## src/design/toc_regs.svh

```systemverilog
`ifndef TOC_REGS_SVH
`define TOC_REGS_SVH

// Register port geometry.
`define TOC_ADDR_W          3
`define TOC_DATA_W          8

// Register offsets.
`define TOC_OFS_CTRL_A      3'h0
`define TOC_OFS_CTRL_B      3'h1
`define TOC_OFS_COUNT       3'h2
`define TOC_OFS_CMP_A       3'h3
`define TOC_OFS_CMP_B       3'h4
`define TOC_OFS_MASK        3'h5
`define TOC_OFS_FLAGS       3'h6

// Control A fields: output action per channel and low mode bits.
`define TOC_CTLA_ACT_A_LSB  6
`define TOC_CTLA_ACT_B_LSB  4
`define TOC_CTLA_WGM_LSB    0

// Control B fields: force strobes, high mode bit, clock source.
`define TOC_CTLB_FORCE_A    7
`define TOC_CTLB_FORCE_B    6
`define TOC_CTLB_WGM2       3
`define TOC_CTLB_CS_LSB     0

// Mask and flag bit positions.
`define TOC_BIT_OVF         0
`define TOC_BIT_A           1
`define TOC_BIT_B           2

// Values of the counter and the registers.
`define TOC_RESET_BYTE      8'h00
`define TOC_BOTTOM          8'h00
`define TOC_MAX             8'hff
`define TOC_ONE             8'h01
`define TOC_CS_STOPPED      3'h0

`endif

```

## src/design/toc_pkg.sv

```systemverilog
package toc_pkg;

   // Counting direction of the counter.
   typedef enum logic {
      TOC_UP,
      TOC_DOWN
   } toc_dir_t;

   // Family of counting sequence chosen by the mode setting.
   typedef enum logic [1:0] {
      TOC_NORMAL,
      TOC_CTC,
      TOC_FAST,
      TOC_PHASE
   } toc_kind_t;

   // Per timer clock information shared by both channels.
   typedef struct packed {
      logic      tick;
      logic      block;
      logic      at_bottom;
      logic      count_down;
      toc_kind_t kind;
   } toc_cycle_t;

   // Per channel control from the register file.
   typedef struct packed {
      logic [1:0] action;
      logic       force_hit;
      logic       toggle_ok;
   } toc_chan_ctl_t;

endpackage

```

## src/design/toc_unit.sv

```systemverilog
// Our own choices: strobed register access and the register offsets.
`timescale 1ns/1ps
`default_nettype none
`include "toc_regs.svh"

// How it works
// - Both compare values are checked against the counter all the time.
// - A match sets its channel flag on the following timer clock.
// - Enabled flags request interrupts; servicing the interrupt clears them.
// - Writing one to a flag clears it; writing zero keeps it.
// - Compare values are double buffered only in the PWM modes.
// - Buffered compare values move to the active register at top.
// - Software reaches the buffer when buffering, else the active value.
// - Force strobes act like a match in non-PWM modes, without flags.
// - A counter write suppresses every match on the next timer clock.
// - Output states keep their value across mode changes.
// - Output action settings act at once, with no buffering.
// - Reset clears both output states to zero.
// - A nonzero action setting puts the output state on the pin.
// - The pin override ignores the waveform mode.
// - Action setting zero never changes the output state.
// - Action selects set, clear, toggle, or PWM polarity by mode.
// - The mode setting decides the counting sequence; modes 2, 5 and 7 take their top from compare A.
// - Normal mode counts up and wraps from 0xFF to 0x00.
// - Overflow flag sets as the counter reaches zero, except from a top below 0xFF in CTC; servicing clears.
// - The counter may be written at any time in normal mode.
// - A counter write wins over any count or clear in that cycle.
// - Clock source zero stops the counter; it stays accessible.
module toc_unit
   import toc_pkg::*;
(
   input  wire logic                   i_clk,
   input  wire logic                   i_rst,
   input  wire logic [`TOC_ADDR_W-1:0] i_addr,
   input  wire logic [`TOC_DATA_W-1:0] i_wdata,
   input  wire logic                   i_wr,
   input  wire logic                   i_rd,
   output logic      [`TOC_DATA_W-1:0] o_rdata,
   input  wire logic                   i_count_tick,
   input  wire logic [2:0]             i_irq_ack,
   output logic      [2:0]             o_irq,
   input  wire logic [1:0]             i_port_out,
   input  wire logic [1:0]             i_port_dir,
   output logic      [1:0]             o_pin_out,
   output logic      [1:0]             o_pin_oe,
   output logic      [1:0]             o_compare_output
);

   localparam int NCH = 2;

   // Software state.
   logic [1:0]             wgm_lo;
   logic                   wgm_hi;
   logic [2:0]             clk_src;
   logic [1:0]             action   [NCH];
   logic [`TOC_DATA_W-1:0] cmp_buf  [NCH];
   logic [`TOC_DATA_W-1:0] cmp_act  [NCH];
   logic [2:0]             mask;
   logic [2:0]             flags;

   // Counter state.
   logic [`TOC_DATA_W-1:0] counter;
   toc_dir_t               count_dir;
   logic                   block_pending;

   // Next values and decoded terms.
   logic [`TOC_DATA_W-1:0] next_counter;
   toc_dir_t               next_dir;
   logic [2:0]             next_flags;
   logic [2:0]             flag_set;
   logic [2:0]             flag_clr;
   logic [2:0]             wgm;
   toc_kind_t              kind;
   logic                   pwm;
   logic [`TOC_DATA_W-1:0] top_value;
   logic                   at_top;
   logic                   timer_tick;
   logic                   count_go;
   logic                   ovf_evt;
   logic                   bottom_edge;
   logic                   buf_update;
   logic                   wr_ctla;
   logic                   wr_ctlb;
   logic                   wr_count;
   logic                   wr_mask;
   logic                   wr_flags;
   logic [NCH-1:0]         wr_cmp;
   logic [NCH-1:0]         force_hit;
   logic [NCH-1:0]         match;
   logic [NCH-1:0]         hit;
   logic [NCH-1:0]         out_state;
   logic [NCH-1:0]         override;
   logic [`TOC_DATA_W-1:0] ctla_word;
   logic [`TOC_DATA_W-1:0] ctlb_word;
   logic [`TOC_DATA_W-1:0] mask_word;
   logic [`TOC_DATA_W-1:0] flag_word;
   logic [`TOC_DATA_W-1:0] cmp_view [NCH];
   logic [`TOC_DATA_W-1:0] rd_value;
   toc_cycle_t             cyc;
   toc_chan_ctl_t          chan_ctl [NCH];

   // Counting family of each mode setting; 4 and 6 count as normal.
   function automatic toc_kind_t kind_of(input logic [2:0] mode);
      unique case (mode)
         3'h1, 3'h5: kind_of = TOC_PHASE;
         3'h2:       kind_of = TOC_CTC;
         3'h3, 3'h7: kind_of = TOC_FAST;
         default:    kind_of = TOC_NORMAL;
      endcase
   endfunction

   // True for the modes whose top comes from the active compare A value.
   function automatic logic top_from_a(input logic [2:0] mode);
      top_from_a = (mode == 3'h2) || (mode == 3'h5) || (mode == 3'h7);
   endfunction

   // Register write decode.
   assign wr_ctla  = i_wr && (i_addr == `TOC_OFS_CTRL_A);
   assign wr_ctlb  = i_wr && (i_addr == `TOC_OFS_CTRL_B);
   assign wr_count = i_wr && (i_addr == `TOC_OFS_COUNT);
   assign wr_mask  = i_wr && (i_addr == `TOC_OFS_MASK);
   assign wr_flags = i_wr && (i_addr == `TOC_OFS_FLAGS);
   assign wr_cmp[0] = i_wr && (i_addr == `TOC_OFS_CMP_A);
   assign wr_cmp[1] = i_wr && (i_addr == `TOC_OFS_CMP_B);
   assign force_hit[0] = wr_ctlb && i_wdata[`TOC_CTLB_FORCE_A];
   assign force_hit[1] = wr_ctlb && i_wdata[`TOC_CTLB_FORCE_B];

   // Mode decode; the action settings take no part in it.
   assign wgm       = {wgm_hi, wgm_lo};
   assign kind      = kind_of(wgm);
   assign pwm       = (kind == TOC_FAST) || (kind == TOC_PHASE);
   assign top_value = top_from_a(wgm) ? cmp_act[0] : `TOC_MAX;
   assign at_top    = (counter == top_value);

   // Timer clock: the prescaler tick, gated off by clock source zero.
   assign timer_tick = (clk_src != `TOC_CS_STOPPED) && i_count_tick;
   // A counter write takes the tick's place.
   assign count_go   = timer_tick && !wr_count;

   // Top and bottom events of the counting sequence.
   assign bottom_edge = count_go && (kind == TOC_FAST) && at_top;
   assign buf_update  = count_go && at_top &&
                        ((kind == TOC_FAST) ||
                         ((kind == TOC_PHASE) && (count_dir == TOC_UP)));

   // Next counter value and direction.
   always_comb begin
      next_counter = counter;
      next_dir     = count_dir;
      ovf_evt      = 1'b0;
      if (wr_count) begin
         next_counter = i_wdata;
      end else if (count_go) begin
         unique case (kind)
            TOC_NORMAL: begin
               next_counter = counter + `TOC_ONE;
               ovf_evt      = (counter == `TOC_MAX);
            end
            TOC_CTC: begin
               next_counter = at_top ? `TOC_BOTTOM : counter + `TOC_ONE;
               ovf_evt      = (counter == `TOC_MAX);
            end
            TOC_FAST: begin
               next_counter = at_top ? `TOC_BOTTOM : counter + `TOC_ONE;
               ovf_evt      = at_top;
            end
            TOC_PHASE: begin
               if (count_dir == TOC_UP) begin
                  if (at_top) begin
                     next_dir     = TOC_DOWN;
                     next_counter = counter - `TOC_ONE;
                  end else begin
                     next_counter = counter + `TOC_ONE;
                  end
               end else begin
                  if (counter == `TOC_BOTTOM) begin
                     next_dir     = TOC_UP;
                     next_counter = counter + `TOC_ONE;
                  end else begin
                     next_counter = counter - `TOC_ONE;
                     ovf_evt      = (counter == `TOC_ONE);
                  end
               end
            end
         endcase
      end
   end

   // Counter, direction and the match blocking after a counter write.
   always_ff @(posedge i_clk) begin
      if (i_rst) begin
         counter       <= `TOC_RESET_BYTE;
         count_dir     <= TOC_UP;
         block_pending <= 1'b0;
      end else begin
         counter   <= next_counter;
         count_dir <= next_dir;
         // Held while the timer is stopped.
         if (wr_count) block_pending <= 1'b1;
         else if (timer_tick) block_pending <= 1'b0;
      end
   end

   // Timer clock information common to both channels.
   assign cyc = '{tick:       timer_tick,
                  block:      block_pending,
                  at_bottom:  bottom_edge,
                  count_down: (count_dir == TOC_DOWN),
                  kind:       kind};

   // Both compare channels: buffers, comparators and output states.
   for (genvar ch = 0; ch < NCH; ch++) begin : g_chan
      assign chan_ctl[ch] = '{action:    action[ch],
                              force_hit: force_hit[ch],
                              toggle_ok: (ch == 0) && wgm_hi};
      assign hit[ch] = timer_tick && match[ch] && !block_pending;
      assign cmp_view[ch] = pwm ? cmp_buf[ch] : cmp_act[ch];
      assign override[ch] = (action[ch] != 2'h0);

      toc_channel #(
         .CNT_W (`TOC_DATA_W)
      ) u_chan (
         .i_clk     (i_clk),
         .i_rst     (i_rst),
         .i_cyc     (cyc),
         .i_ctl     (chan_ctl[ch]),
         .i_counter (counter),
         .i_compare (cmp_act[ch]),
         .o_match   (match[ch]),
         .o_state   (out_state[ch])
      );

      // Compare buffer and active value; direct writes outside PWM.
      // The buffer always takes the write.
      // A mode change keeps the old buffer.
      always_ff @(posedge i_clk) begin
         if (i_rst) begin
            cmp_buf[ch] <= `TOC_RESET_BYTE;
            cmp_act[ch] <= `TOC_RESET_BYTE;
         end else begin
            if (wr_cmp[ch]) cmp_buf[ch] <= i_wdata;
            if (wr_cmp[ch] && !pwm) begin
               cmp_act[ch] <= i_wdata;
            end else if (buf_update) begin
               cmp_act[ch] <= cmp_buf[ch];
            end
         end
      end

      // Pin value and direction, registered toward the port logic.
      always_ff @(posedge i_clk) begin
         if (i_rst) begin
            o_pin_out[ch] <= 1'b0;
            o_pin_oe[ch]  <= 1'b0;
         end else begin
            o_pin_out[ch] <= override[ch] ? out_state[ch] : i_port_out[ch];
            o_pin_oe[ch]  <= i_port_dir[ch];
         end
      end
   end

   // Flag events; a set in the same cycle as a clear wins.
   assign flag_set[`TOC_BIT_OVF] = ovf_evt;
   assign flag_set[`TOC_BIT_A]   = hit[0];
   assign flag_set[`TOC_BIT_B]   = hit[1];
   assign flag_clr   = (wr_flags ? i_wdata[2:0] : 3'h0) | i_irq_ack;
   assign next_flags = (flags & ~flag_clr) | flag_set;

   // Control registers, mask and flags.
   always_ff @(posedge i_clk) begin
      if (i_rst) begin
         wgm_lo    <= 2'h0;
         wgm_hi    <= 1'b0;
         clk_src   <= 3'h0;
         action[0] <= 2'h0;
         action[1] <= 2'h0;
         mask      <= 3'h0;
         flags     <= 3'h0;
      end else begin
         if (wr_ctla) begin
            wgm_lo    <= i_wdata[`TOC_CTLA_WGM_LSB +: 2];
            action[0] <= i_wdata[`TOC_CTLA_ACT_A_LSB +: 2];
            action[1] <= i_wdata[`TOC_CTLA_ACT_B_LSB +: 2];
         end
         if (wr_ctlb) begin
            wgm_hi  <= i_wdata[`TOC_CTLB_WGM2];
            clk_src <= i_wdata[`TOC_CTLB_CS_LSB +: 3];
         end
         if (wr_mask) mask <= i_wdata[2:0];
         flags <= next_flags;
      end
   end

   // Readable images of the packed registers; force bits read as zero.
   always_comb begin
      ctla_word = `TOC_RESET_BYTE;
      ctlb_word = `TOC_RESET_BYTE;
      ctla_word[`TOC_CTLA_WGM_LSB +: 2]   = wgm_lo;
      ctla_word[`TOC_CTLA_ACT_A_LSB +: 2] = action[0];
      ctla_word[`TOC_CTLA_ACT_B_LSB +: 2] = action[1];
      ctlb_word[`TOC_CTLB_WGM2]           = wgm_hi;
      ctlb_word[`TOC_CTLB_CS_LSB +: 3]    = clk_src;
   end

   assign mask_word = {5'h00, mask};
   assign flag_word = {5'h00, flags};

   // Read selection; unmapped offsets read as zero.
   // Reads have no side effects.
   assign rd_value =
      (i_addr == `TOC_OFS_CTRL_A) ? ctla_word   :
      (i_addr == `TOC_OFS_CTRL_B) ? ctlb_word   :
      (i_addr == `TOC_OFS_COUNT)  ? counter     :
      (i_addr == `TOC_OFS_CMP_A)  ? cmp_view[0] :
      (i_addr == `TOC_OFS_CMP_B)  ? cmp_view[1] :
      (i_addr == `TOC_OFS_MASK)   ? mask_word   :
      (i_addr == `TOC_OFS_FLAGS)  ? flag_word   : `TOC_RESET_BYTE;

   // Read data stands only in the cycle after the read strobe.
   always_ff @(posedge i_clk) begin
      if (i_rst) o_rdata <= `TOC_RESET_BYTE;
      else       o_rdata <= i_rd ? rd_value : `TOC_RESET_BYTE;
   end

   // Interrupt requests and the visible output states.
   // The request lags its flag by one clock.
   // A late acknowledge loses to a new set.
   always_ff @(posedge i_clk) begin
      if (i_rst) begin
         o_irq            <= 3'h0;
         o_compare_output <= 2'h0;
      end else begin
         o_irq            <= flags & mask;
         o_compare_output <= out_state;
      end
   end

endmodule

`default_nettype wire

```

## src/design/toc_channel.sv

```systemverilog
`timescale 1ns/1ps
`default_nettype none

module toc_channel
   import toc_pkg::*;
#(
   parameter int CNT_W = 8
)
(
   input  wire logic             i_clk,
   input  wire logic             i_rst,
   input  wire toc_cycle_t       i_cyc,
   input  wire toc_chan_ctl_t    i_ctl,
   input  wire logic [CNT_W-1:0] i_counter,
   input  wire logic [CNT_W-1:0] i_compare,
   output logic                  o_match,
   output logic                  o_state
);

   // The comparator logic cannot serve a one bit counter.
   if (CNT_W < 2) begin : g_bad_width
      $error("toc_channel: CNT_W must be at least 2");
   end

   logic state;
   logic next_state;
   logic hit;
   logic pwm;

   // Action of a match in the non-PWM modes: keep, toggle, clear, set.
   function automatic logic plain_action(input logic [1:0] act,
                                         input logic       cur);
      unique case (act)
         2'h0: plain_action = cur;
         2'h1: plain_action = ~cur;
         2'h2: plain_action = 1'b0;
         2'h3: plain_action = 1'b1;
      endcase
   endfunction

   // Comparator and the qualified match of this timer clock.
   assign o_match = (i_counter == i_compare);
   assign hit     = i_cyc.tick && o_match && !i_cyc.block;
   assign pwm     = (i_cyc.kind == TOC_FAST) || (i_cyc.kind == TOC_PHASE);
   assign o_state = state;

   // Next output state; the action setting is read live, never buffered.
   always_comb begin
      next_state = state;
      if (i_ctl.force_hit && !pwm) begin
         next_state = plain_action(i_ctl.action, state);
      end else if (i_cyc.tick) begin
         unique case (i_cyc.kind)
            TOC_NORMAL,
            TOC_CTC: begin
               if (hit) begin
                  next_state = plain_action(i_ctl.action, state);
               end
            end
            TOC_FAST: begin
               if (i_cyc.at_bottom) begin
                  if (i_ctl.action == 2'h2) next_state = 1'b1;
                  if (i_ctl.action == 2'h3) next_state = 1'b0;
               end else if (hit) begin
                  if (i_ctl.action == 2'h1 && i_ctl.toggle_ok) begin
                     next_state = ~state;
                  end
                  if (i_ctl.action == 2'h2) next_state = 1'b0;
                  if (i_ctl.action == 2'h3) next_state = 1'b1;
               end
            end
            TOC_PHASE: begin
               if (hit) begin
                  if (i_ctl.action == 2'h1 && i_ctl.toggle_ok) begin
                     next_state = ~state;
                  end
                  if (i_ctl.action == 2'h2) next_state = i_cyc.count_down;
                  if (i_ctl.action == 2'h3) next_state = !i_cyc.count_down;
               end
            end
         endcase
      end
   end

   // Output state register; mode changes leave it alone.
   always_ff @(posedge i_clk) begin
      if (i_rst) state <= 1'b0;
      else       state <= next_state;
   end

endmodule

`default_nettype wire

```

## config.mk

```make
export PLATFORM = sky130hd
export DESIGN_NAME = toc_unit
export DESIGN_NICKNAME = d
export VERILOG_FILES = /design/src/design/toc_pkg.sv /design/src/design/toc_unit.sv /design/src/design/toc_channel.sv
export VERILOG_INCLUDE_DIRS = /design/src /design/src/design
export SDC_FILE = /design/constraint.sdc
export NUM_CORES = 1
export LEC_CHECK = 0
export BUFFER_PORTS_ARGS = -buffer_cell sky130_fd_sc_hd__clkbuf_2
export CAP_MARGIN = 5
export CORE_MARGIN = 8
export CORE_UTILIZATION = 60
export DETAILED_ROUTE_END_ITERATION = 6
export GPL_ROUTABILITY_DRIVEN = 0
export PLACE_DENSITY = 0.85
export SLEW_MARGIN = 20
export SYNTH_ARGS = -nofsm -noshare
export SYNTH_HDL_FRONTEND = slang
export SYNTH_HIERARCHICAL = 1
export SYNTH_SLANG_ARGS = --single-unit
```

## constraint.sdc

```tcl
create_clock -name i_clk -period 4.2 [get_ports i_clk]
set_input_delay 0.42 -clock i_clk [delete_from_list [all_inputs] [get_ports i_clk]]
set_output_delay 0.42 -clock i_clk [all_outputs]
set_load 0.01 [all_outputs]
```

==> metrics.csv <==
metric,value,unit
"Distinct cells, synth",59,
Post-synth ARST share,0,%
met1 Use GR,31.8,%
Setup Buffers After CTS,0,
Critical Path End Type,flip-flop,
initial core utilization,61.8,%
Die X,105,um
H-Tree Depth,3,
I/O pin cnt,40,
share of cells above drive strength 1,14.7,%
global routing's busiest layer,met2,
WP data arrival,3.75,ns
period utilisation layout,83.0,%
number of synthesized flops with an enable pin,36,
drt pass-1 iters,5,
post-route antenna net violation count,0,
Peak VDD IR,0.323,mV
ant diodes,0,
crit path kind,reg -> reg,
Overflow after GRT,0,
Max-Cap Viols,0,
post-synth top area cell,edfxtp_1,
clock power share,35.0,%
Final #Nets,569,
clock sink total,77,
# hold bufs at CTS,0,
DIE HEIGHT,105,um
Via density,6.68,
ys flop type,dfxtp_1,
Total GRT Usage,24.7,%
"Clk Latency, worst-skew pair",0.38,ns
CTS Buf Count,9,
Routed Wire Length,13.4,mm
die area,0.0110,mm^2
hold_ws,0.252,ns
min cycle time layout,3.48,ns
initial antenna violation count,0,
Iteration-0 DRC Markers,618,
clock root cell,clkbuf_8,
Fill cells,615,
CTS tree,done,
met3 usage,5.96,%
Post-CTS Resized,0,
Syn. warnings,6,
dpl ws,0.839,ns
top cell type's share of synthesized area,22.8,%
Seq pwr share,53.0,%
pin count of the biggest net entering global routing,42,
most frequent cells after synthesis,"nor2_1, dfxtp_1, edfxtp_1",
# port buffers,39,
most frequent cell after synthesis,nor2_1,
via count,4314,
WL per Instance,20.8,um
met2 usage,37.6,%
WP data required,4.46,ns
setup slack after layout,0.716,ns
Clock transition at path regs,0.09,ns
Post-DP HPWL,9.69,mm
CP startpoint kind,flip-flop,
Hold Path Class,in -> reg,
Syn Std Cell Area,0.00475,mm^2
setup violators final,0,
outcome,completed,
Yosys reg bits,77,
vias in the first global route,4061,
Slew Limit Fails,0,
"top cells by area, synth","edfxtp_1, dfxtp_1, nor2_1, xnor2_1, mux2i_1",
global-route wire length before repair,21.6,mm
Layout Area Growth over Synthesis,8.77,%
mean post-synth cell area,9.21,um^2
maximum root-to-sink buffer count,2,
num rows,32,
internal cell power,1130,uW
Post-Syn Instances,516,
slew at the pin closest to its max-slew limit,0.746,ns
register area share after synthesis,40.0,%
Final Hold Violating Endpoints,0,
P_leak,0.00194,uW
Max Clock Freq,0.287,GHz
drt drc,0,
Fin Setup TNS,0,ns
Slew headroom,50.0,%
RSZ-0062 raised after global routing,no,
Pwr Density,316,mW/mm^2
combinational power share,12.0,%
Switching Share,30.8,%
Sw Pwr,503,uW
Critical Path Fanout Max,15,
core region area,0.00769,mm^2
Worst Skew,0.00993,ns
## power groups by stage
stage                     sequential, uW  combinational (uW)  clock, uW
after floorplan                      856                 144          0
after global placement               879                 184          0
after detailed placement             880                 191          0
after CTS                            863                 192        574
after global routing                 869                 214        605
final                                866                 197        572
## cells in the final DEF, fill, tap and decap left out, types with 6 or more instances in the layout
cell type   n
inv_1      18
a22oi_1     8
a21oi_1    28
o21ai_0    19
mux2i_1    16
dfxtp_1    41
clkbuf_8    9
ha_1        7
or4b_1      8
o211ai_1   10
and2_1     25
nor2_1     53
clkbuf_2   39
xnor2_1    22
edfxtp_1   36
nand4_1     7
a22o_1     17
buf_4       9
nand2b_1    9
nand2_1    26
mux2_2     10
nand3_1    14
nor2b_1    11
a211oi_1    6
and3_1      6
o31ai_1     6
a211o_1     9
## cell type report
type | count | area [um^2] | area share, %
Multi-Input combinational cell | 385 | 2610 | 50.5
Sequential cell | 77 | 1900 | 36.8
Clock inverter | 7 | 75.1 | 1.45
Timing Repair Buffer | 48 | 263 | 5.08
Inverter | 18 | 67.6 | 1.31
Clock buffer | 9 | 124 | 2.40
Tap cell | 102 | 128 | 2.47
## state kept, by name (all words and copies together) (netlist names)
name,flops
o_pin_out,2
clk_src,3
flags,3
mask,3
count_dir,1
o_irq,3
cmp_buf,16
g_chan.u_chan/o_state,2
wgm_lo,2
o_pin_oe,2
wgm_hi,1
action,4
block_pending,1
o_compare_output,2
cmp_act,16
o_rdata,8
counter,8
## final timing paths
check	cells after the start	end	slack (ns)	startpoint
max	11	o_rdata[6]	0.72	wgm_hi
min reg2reg	2	o_irq[2]	0.45	mask[2]
max reg2reg	11	o_rdata[6]	0.72	wgm_hi
min	3	o_pin_out[1]	0.25	i_port_out[1]
## layer usage
metal,vias up,share of wire [%]
met1,2023,39
met5,-,0
met4,0,4.7
li1,1946,-
met2,289,44
met3,56,12
## logic make-up after synthesis
logic type	share of synthesized area, %
simple gates	20.8
compound gates	20.5
flops	40.0
buf+inv	5.32
mux	6.69
xor+xnor	4.79
fa+ha+maj	1.84
other cells	0.0789
## metrics by stage
step / utilization (%) / instance area [um^2] / instances / power, uW
global route: 67.2 / 5170 / 646 / 1690
CTS: 67.2 / 5160 / 646 / 1630
global placement: 64.6 / 4960 / 630 / 1060
finish: 67.2 / 5170 / 646 / 1630
floorplan: - / 4760 / 518 / 999
detailed placement: 64.6 / 4960 / 630 / 1070
## critical path: stages (launching register included)
cell and delay [ns]:
dfxtp_1 0.62, or3b_1 0.36, o21a_1 0.23, inv_1 0.16, ha_1 0.26, nor2_1 0.57, buf_4 0.27, mux2_2 0.35
a22oi_1 0.17, nor2_1 0.07, a221oi_1 0.24, nor2_1 0.07
(Power assumes the default switching activity.)
